===== config.mk =====
export PLATFORM = sky130hd
export DESIGN_NAME = scalable_ge_comparator
export DESIGN_NICKNAME = d
export VERILOG_FILES = /design/src/rtl/ge_compare_pkg.sv /design/src/rtl/scalable_ge_comparator.sv
export SDC_FILE = /design/constraint.sdc
export NUM_CORES = 1
export LEC_CHECK = 0
export ABC_AREA = 0
export BUFFER_PORTS_ARGS = -buffer_cell sky130_fd_sc_hd__buf_2
export CORE_ASPECT_RATIO = 1.5
export CORE_MARGIN = 4
export CORE_UTILIZATION = 25
export CTS_CLUSTER_SIZE = 25
export DETAILED_ROUTE_END_ITERATION = 8
export PLACE_DENSITY = 0.42
export SLEW_MARGIN = 20
export SYNTH_ARGS = -nofsm -noshare
export SYNTH_HDL_FRONTEND = slang
export SYNTH_SLANG_ARGS = --single-unit

===== constraint.sdc =====
create_clock -name clk_i -period 5.3 [get_ports clk_i]
set_input_delay 0.795 -clock clk_i [delete_from_list [all_inputs] [get_ports clk_i]]
set_output_delay 0.795 -clock clk_i [all_outputs]
set_load 0.1 [all_outputs]

===== src/rtl/ge_compare_pkg.sv =====
// constants and carrier types for the scalable greater-or-equal comparator
package ge_compare_pkg;

  // global timer and comparator datapath width
  localparam int unsigned TIMER_W      = 24;
  // difference width: timer width plus the sign (borrow) bit
  localparam int unsigned DIFF_W       = TIMER_W + 1;
  // width of the scale select field
  localparam int unsigned SCALE_W      = 4;
  // number of selectable difference bits: sign bit plus fifteen upper bits
  localparam int unsigned SEL_COUNT    = 16;
  // lowest result bit reachable by a signed setting
  localparam int unsigned SIGNED_BASE  = 9;
  // highest signed scale setting
  localparam logic [3:0]  SCALE_SIGNED_MAX = 4'he;
  // scale setting that picks the sign bit (unsigned compare)
  localparam logic [3:0]  SCALE_UNSIGNED   = 4'hf;
  // shortest period that a signed setting covers
  localparam int unsigned SIGNED_MIN_PERIOD = 512;
  // reset value of the held threshold
  localparam logic [23:0] THRESHOLD_RST    = 24'h00_0000;

  // threshold transfer from a capture cell's compare register update
  typedef struct packed {
    logic        load;
    logic [23:0] value;
  } compare_update_s;

endpackage


===== src/rtl/scalable_ge_comparator.sv =====
// scalable signed/unsigned greater-or-equal comparator of one global timer
//
// Behaviour
// RULE1: flag source is timer minus threshold difference
// RULE2: selected difference bit drives the flag
// RULE3: operands are timer count and update threshold
// RULE4: comparator datapath is 24 bits wide
// RULE5: scale fifteen routes sign bit, unsigned compare
// RULE6: scale zero to fourteen picks upper bit
// RULE7: unsigned: sign zero After, one Before
// RULE8: signed: selected bit zero After, one Before
// RULE9: signed selected bit index is scale plus nine
// RULE10: software uses signed only above period 512
// RULE11: software keeps period within (2^k, 2^(k+1)]
// RULE12: unsigned observation window equals full period
// RULE13: signed core window is 2*(period - 2^k)
// RULE14: flag follows timer and threshold without delay
`timescale 1ns/10ps
`default_nettype none

module scalable_ge_comparator (
  input  wire logic                             clk_i,
  input  wire logic                             rst_n_i,
  input  wire logic [23:0]                      timer_value_i,
  input  wire ge_compare_pkg::compare_update_s  update_i,
  input  wire logic [3:0]                       compare_scale_select_i,
  output logic                                  timer_ge_flag_o
);
  import ge_compare_pkg::*;

  logic [TIMER_W-1:0]   threshold;
  logic [TIMER_W-1:0]   next_threshold;
  logic [TIMER_W-1:0]   live_threshold;
  logic [DIFF_W-1:0]    difference;
  logic [SEL_COUNT-1:0] candidates;

  // next value of the held threshold: captured on each compare update
  always_comb begin
    next_threshold = threshold;
    if (update_i.load) begin
      next_threshold = update_i.value; // see RULE3
    end
  end

  // held threshold register
  always_ff @(posedge clk_i or negedge rst_n_i) begin
    if (!rst_n_i) begin
      threshold <= THRESHOLD_RST;
    end else begin
      threshold <= next_threshold;
    end
  end

  // the update cycle compares against the bus value itself, so a threshold
  // already passed is flagged at once rather than a cycle late
  assign live_threshold = update_i.load ? update_i.value : threshold; // see RULE3 see RULE14

  // two's complement difference, borrow lands in the sign bit
  assign difference = {1'b0, timer_value_i} - {1'b0, live_threshold}; // see RULE1 see RULE4

  // only the sign bit and the fifteen upper result bits are selectable
  genvar g;
  generate
    for (g = 0; g < SEL_COUNT; g++) begin : g_sel
      if (g == SEL_COUNT - 1) begin : g_sign
        assign candidates[g] = difference[DIFF_W-1]; // see RULE5 see RULE7 see RULE12
      end else begin : g_bit
        assign candidates[g] = difference[g + SIGNED_BASE]; // see RULE6 see RULE8 see RULE9
      end
    end
  endgenerate

  // flag is purely combinational on the live operands; a register here
  // would make the flag lag a fresh timer value by a clock
  assign timer_ge_flag_o = candidates[compare_scale_select_i]; // see RULE2 see RULE14

  // checks on the flag and the held threshold
  logic [TIMER_W-1:0] wrap_diff;
  logic [TIMER_W-1:0] load_diff;
  logic [TIMER_W-1:0] held_diff;
  logic [TIMER_W-1:0] span;
  logic [4:0]         pick_index;
  logic               signed_mode;
  logic               unsigned_mode;

  // helper: modular differences, picked bit index and half-window for checks;
  // five index bits, since setting fourteen plus nine needs bit 23
  assign wrap_diff     = timer_value_i - live_threshold;
  assign load_diff     = timer_value_i - update_i.value;
  assign held_diff     = timer_value_i - threshold;
  assign signed_mode   = (compare_scale_select_i <= SCALE_SIGNED_MAX);
  assign unsigned_mode = (compare_scale_select_i == SCALE_UNSIGNED);
  assign pick_index    = 5'(compare_scale_select_i) + 5'(SIGNED_BASE);
  assign span          = TIMER_W'(1) << pick_index;

  // unsigned: timer at or past the threshold is After
  unsigned_after_a : assert property (@(posedge clk_i) disable iff (!rst_n_i) // see RULE7
    (compare_scale_select_i == SCALE_UNSIGNED && timer_value_i >= live_threshold)
      |-> !timer_ge_flag_o)
    else $error("unsigned compare not After with timer at or past threshold");

  // unsigned: timer below the threshold is Before
  unsigned_before_a : assert property (@(posedge clk_i) disable iff (!rst_n_i) // see RULE12
    (compare_scale_select_i == SCALE_UNSIGNED && timer_value_i < live_threshold)
      |-> timer_ge_flag_o)
    else $error("unsigned compare not Before with timer below threshold");

  // signed: flag is result bit setting plus nine
  signed_bit_a : assert property (@(posedge clk_i) disable iff (!rst_n_i) // see RULE9
    signed_mode |-> timer_ge_flag_o == wrap_diff[pick_index])
    else $error("signed compare picked the wrong result bit");

  // signed: After half of the comparator window
  core_after_a : assert property (@(posedge clk_i) disable iff (!rst_n_i) // see RULE13
    (signed_mode && wrap_diff < span) |-> !timer_ge_flag_o)
    else $error("signed compare not After inside the After half");

  // signed: Before half of the comparator window
  core_before_a : assert property (@(posedge clk_i) disable iff (!rst_n_i) // see RULE8
    (signed_mode && wrap_diff >= (24'h00_0000 - span)) |-> timer_ge_flag_o)
    else $error("signed compare not Before inside the Before half");

  // held threshold takes each update value
  threshold_load_a : assert property (@(posedge clk_i) disable iff (!rst_n_i) // see RULE3
    update_i.load |=> threshold == $past(update_i.value))
    else $error("held threshold did not take the update value");

  // held threshold only moves on an update
  threshold_hold_a : assert property (@(posedge clk_i) disable iff (!rst_n_i) // see RULE3
    !update_i.load |=> $stable(threshold))
    else $error("held threshold changed without an update");

  // unsigned flag tracks a new timer value at once
  flag_follow_a : assert property (@(posedge clk_i) disable iff (!rst_n_i) // see RULE14
    ($changed(timer_value_i) && !update_i.load && $stable(compare_scale_select_i)
      && compare_scale_select_i == SCALE_UNSIGNED)
      |-> timer_ge_flag_o == (timer_value_i < threshold))
    else $error("flag did not follow a new timer value in the same cycle");

  // unsigned setting routes the borrow of the subtraction
  sign_source_a : assert property (@(posedge clk_i) disable iff (!rst_n_i) // see RULE5
    (compare_scale_select_i == SCALE_UNSIGNED)
      |-> timer_ge_flag_o == (live_threshold > timer_value_i))
    else $error("unsigned setting did not route the sign bit");

  // held threshold sits at its reset value while reset is applied
  threshold_reset_a : assert property (@(posedge clk_i) // see RULE3
    !rst_n_i |-> threshold == THRESHOLD_RST)
    else $error("held threshold left its reset value during reset");

  // load cycle, unsigned: the bus value is the threshold at once
  bypass_unsigned_a : assert property (@(posedge clk_i) disable iff (!rst_n_i) // see RULE14
    (update_i.load && unsigned_mode)
      |-> timer_ge_flag_o == (timer_value_i < update_i.value))
    else $error("unsigned flag ignored the threshold on its load cycle");

  // load cycle, signed: picked bit of timer minus bus value
  bypass_signed_a : assert property (@(posedge clk_i) disable iff (!rst_n_i) // see RULE14
    (update_i.load && signed_mode) |-> timer_ge_flag_o == load_diff[pick_index])
    else $error("signed flag ignored the threshold on its load cycle");

  // between loads, signed: picked bit of timer minus held threshold
  held_signed_a : assert property (@(posedge clk_i) disable iff (!rst_n_i) // see RULE3
    (!update_i.load && signed_mode) |-> timer_ge_flag_o == held_diff[pick_index])
    else $error("signed flag did not use the held threshold");

  // between loads, unsigned: Before while timer is below held threshold
  held_unsigned_a : assert property (@(posedge clk_i) disable iff (!rst_n_i) // see RULE7
    (!update_i.load && unsigned_mode) |-> timer_ge_flag_o == (timer_value_i < threshold))
    else $error("unsigned flag did not use the held threshold");

  // timer on the threshold itself is After in every mode
  equal_after_a : assert property (@(posedge clk_i) disable iff (!rst_n_i) // see RULE13
    (timer_value_i == live_threshold) |-> !timer_ge_flag_o)
    else $error("timer equal to the threshold not reported After");

  // timer one count short of a nonzero threshold is Before
  short_before_a : assert property (@(posedge clk_i) disable iff (!rst_n_i) // see RULE8
    (timer_value_i == live_threshold - 24'h00_0001 && (signed_mode || live_threshold != '0))
      |-> timer_ge_flag_o)
    else $error("timer just below the threshold not reported Before");

  // only the upper result bits count: a small lead is After
  low_bits_a : assert property (@(posedge clk_i) disable iff (!rst_n_i) // see RULE1
    (signed_mode && wrap_diff < TIMER_W'(SIGNED_MIN_PERIOD)) |-> !timer_ge_flag_o)
    else $error("signed flag reacted to a result bit below the selectable range");

  // highest signed setting picks result bit 23
  top_scale_a : assert property (@(posedge clk_i) disable iff (!rst_n_i) // see RULE9
    (compare_scale_select_i == SCALE_SIGNED_MAX)
      |-> timer_ge_flag_o == wrap_diff[TIMER_W-1])
    else $error("highest signed setting did not pick the top result bit");

  // lowest signed setting picks result bit 9
  bottom_scale_a : assert property (@(posedge clk_i) disable iff (!rst_n_i) // see RULE9
    (compare_scale_select_i == 4'h0) |-> timer_ge_flag_o == wrap_diff[SIGNED_BASE])
    else $error("lowest signed setting did not pick its result bit");

  // zero threshold in unsigned mode: whole period is After
  zero_threshold_a : assert property (@(posedge clk_i) disable iff (!rst_n_i) // see RULE12
    (unsigned_mode && live_threshold == '0) |-> !timer_ge_flag_o)
    else $error("unsigned compare against a zero threshold not After");

  // held copy agrees with the bypass: no flag step as a load ends
  load_seam_a : assert property (@(posedge clk_i) disable iff (!rst_n_i) // see RULE14
    update_i.load ##1 (!update_i.load && $stable(timer_value_i)
      && $stable(compare_scale_select_i)) |-> $stable(timer_ge_flag_o))
    else $error("flag stepped as the threshold moved from the bus to the held copy");

  // each signed setting drives the flag from bit setting plus nine
  for (genvar s = 0; s < SEL_COUNT - 1; s++) begin : g_scale_chk
    scale_bit_a : assert property (@(posedge clk_i) disable iff (!rst_n_i) // see RULE6
      (compare_scale_select_i == 4'(s)) |-> timer_ge_flag_o == wrap_diff[s + SIGNED_BASE])
      else $error("signed setting did not drive the flag from its own result bit");
  end

  // flag holds while timer, scale and threshold all hold
  flag_steady_a : assert property (@(posedge clk_i) disable iff (!rst_n_i) // see RULE2
    ($stable(timer_value_i) && $stable(compare_scale_select_i) && $stable(live_threshold))
      |-> $stable(timer_ge_flag_o))
    else $error("flag moved with no change of timer, scale or threshold");

endmodule

`default_nettype wire


==> summary.md <==
| Metric | Value |
|---|---|
| Status | `complete, no violations` |
| Vias per Instance | `approximately 4.8` |
| Width of the die | `82.87 um` |
| Synth area leader | `dfrtp_1` |
| Die ar. | `9970 um2` |
| Ys Warns | `0` |
| Synth top area cells | `dfrtp_1, ha_1, mux2i_1, inv_1, a21oi_1` |
| Initial Util | `25.93%` |
| Main synth FF type | `dfrtp_1` |
| I/O pins | `56` |
| Setup-failing EPs final | `0` |
| FP Rows | `40` |
| Vias in the first global route | `2047` |
| Port Buffers | `55` |
| Remaining global-route overflow | `0` |
| Area grow syn2layout | `24.17%` |
| Syn nets | `between 300 and 400` |
| Comb power frac | `38.6%` |
| Async SR Flop Fraction | `100.0%` |
| Drc violations | `0` |
| GR Util met1 | `approximately an eighth` |
| Final TNS setup | `0 ns` |
| First-pass GRT wire length | `between 9 and 10 mm` |
| Crit Path Max Fanout | `17` |
| Synth Area in Compound Gates | `20.30%` |
| Critical Path RT | `4.51 ns` |
| Post-synthesis simple-gate area fraction | `13.51%` |
| Seq/Total Area, Yosys | `roughly 29%` |
| DP Wirelength | `4.838 mm` |
| Area after DPL | `between 2000 and 3000 um2` |
| Sw Share | `33.53%` |
| WL/cell | `between 10 and 15 um` |
| Peak VDD IR | `114.7 uV` |
| Antenna violations before repair | `0` |
| WHS | `approximately 0.48 ns` |
| Post-Syn Area | `2102 um2` |
| M3 GR Usage | `1.909%` |
| Pin count of the biggest net entering global routing | `25` |
| Crit start category | `input pin` |
| Biggest regs | `threshold x24` |
| Mux cell area share after synthesis | `13.39%` |
| WP data arrival | `4.10 ns` |
| Post-synth cell types | `52` |
| Cells after synthesis | `228` |
| Final worst path period share | `92.32%` |
| Most Crowded Layer GR | `met2` |
| CTS max path bufs | `2` |
| Register area | `600.6 um2` |
| Drt pass-1 iters | `4` |
| Final wirelength | `5.781 mm` |
| Largest Register | `threshold` |
| Clock power frac | `32.1%` |
| XOR/XNOR Fraction of Synth Area | `3.750%` |
| Sequential share of power | `29.3%` |
| Post-synth EDFFs | `0` |
| Pwr Density | `about 270 nW/um2` |
| # fillers | `approximately 900` |
| Multi-input combinational cell area | `1359 um2` |
| Most frequent cell after synthesis | `inv_1` |
| Worst Skew | `0 ns` |
| Number of max-cap violations | `0` |
| Fmax | `a little over 200 MHz` |
| Routability cong. | `0.8331` |
| Post-CTS sizing | `0` |
| Synth Register Bits | `24` |
| Final max-slew violation count | `0` |
| Clock Latency Late Sink | `0.26 ns` |
| Nets | `361` |
| Htree depth | `1` |
| # diodes | `0` |
| Die Span Y | `120.3 um` |
| Total GRT Usage | `11.73%` |
| Post-Synth Adder-Cell Area | `between 10% and 20%` |
| Largest family of logic cells by synthesized area | `compound AO/OA/AOI/OAI gates` |
| Final min period | `4.893 ns` |
| Relative slew slack | `between 60% and 70%` |
| Final instance area | `2610 um2` |
| RSZ-0062 raised after global routing | `no` |
| Hold WC Path Type | `flip-flop to flip-flop` |
| Core area | `8108 um2` |
| Cts bufs inserted | `3` |
| Switching power | `235.4 uW` |
| Final Hold Viols | `0` |
| Least-Margin Pin Slew | `0.5621 ns` |
| Met2 Usage GRT | `23.64%` |
| WS Path Type | `input pin to primary output` |
| Clock Tree Root | `clkbuf_16` |
| Max reg flops | `24` |
| Routed Antenna Nets | `0` |
| Total number of vias | `1862` |
| CTS tree | `built` |
| Most instantiated cells after synthesis | `inv_1, mux2i_1, dfrtp_1, ha_1, a21oi_1` |
| Crit end category | `primary output` |
| Avg Cell Area, Syn | `approximately 9.2 um2` |
| Layout cells sized above 1 | `approximately a quarter` |
| CTS Hold Bufs | `0` |
| # Post-CTS Setup Buffers | `0` |
| 1st-iter DRT viols | `59` |
| Synth top area share | `28.57%` |
| Design internal power | `466.6 uW` |
| Total clock sinks | `24` |
| LEAKAGE | `1.331 nW` |
| Clock transition at the registers of the reported paths | `~0.07 ns` |
==> layout make-up <==
type	instances	area share (%)
clock buffers	3	2.876
flip-flops and latches	24	23.01
inverters	31	4.458
clock inverters	1	1.151
multi-input cells	167	52.06
repair buffers	56	11.41
well taps	105	5.034
==> through the flow <==
step	power, mW	std cells	utilization (%)	setup slack, ns
detailed placement	0.4833	383	30.90	0.3684
global route	0.7480	387	32.19	0.1499
finish	0.7020	387	32.19	0.4073
floorplan	0.4003	228	-	0.3038
CTS	0.7119	387	32.19	0.3512
global placement	0.4847	383	30.90	0.4461
==> critical path, cell delays in order <==
cell       delay (ns)
buf_2            0.45
buf_4            0.30
mux2i_1          0.25
ha_1             0.33
and3_1           0.23
and2_1           0.19
and3_1           0.22
o2111ai_1        0.16
a31oi_1          0.18
o21ai_0          0.20
nor4b_2          0.22
o32ai_1          0.12
o211a_1          0.25
buf_12           0.17
==> power groups by stage <==
stage / logic, mW / registers [mW] / clock network (mW)
final: 0.271 / 0.205 / 0.226
after detailed placement: 0.274 / 0.209 / 0
after global routing: 0.302 / 0.207 / 0.239
after global placement: 0.276 / 0.209 / 0
after CTS: 0.276 / 0.206 / 0.230
after floorplan: 0.192 / 0.208 / 0
==> kinds of logic after synthesis <==
family / after synthesis
buffers and inverters: 37
xor gates and xnor gates: 9
adders and majority gates: 23
DFF: 24
and+or+nand+nor: 49
AOI/OAI and AO/OA: 58
muxes: 28
==> path summary, 6_finish.rpt <==
| path | depth (start not counted) | from | to | slack [ns] |
|---|---|---|---|---|
| hold reg to reg | 2 | threshold[19] | threshold[19] | 0.48 |
| setup / recovery | 14 | update_i[24] | timer_ge_flag_o | 0.41 |
| max in group asynchronous | 1 | rst_n_i | threshold[22] | 4.41 |
| hold / removal | 2 | threshold[19] | threshold[19] | 0.48 |
| setup reg to reg | 2 | threshold[23] | threshold[23] | 4.42 |
| min in group asynchronous | 1 | rst_n_i | threshold[1] | 0.51 |
==> layer usage <==
layer	part of all wire, %	routed length (um)	up-vias
li1	-	-	943
met1	39	2256	862
met2	55	3173	46
met3	3.9	226	11
met4	2.1	123	0
met5	0	0	-
==> placed cells by master (no fill, tap or decap), types with 4 or more instances in the layout <==
cell     synthesis  routed
a21oi_1         13      13
a31oi_1          4       4
buf_2            0      54
dfrtp_1         24      24
ha_1            23      23
inv_1           31      31
mux2i_1         27      27
nand2_1          9       9
nand3_1          4       4
nand4_1          4       4
nor2_1          11      11
o21ai_0          8       8
xnor2_1          5       5
xor2_1           4       4
(Power assumes the default switching activity.)
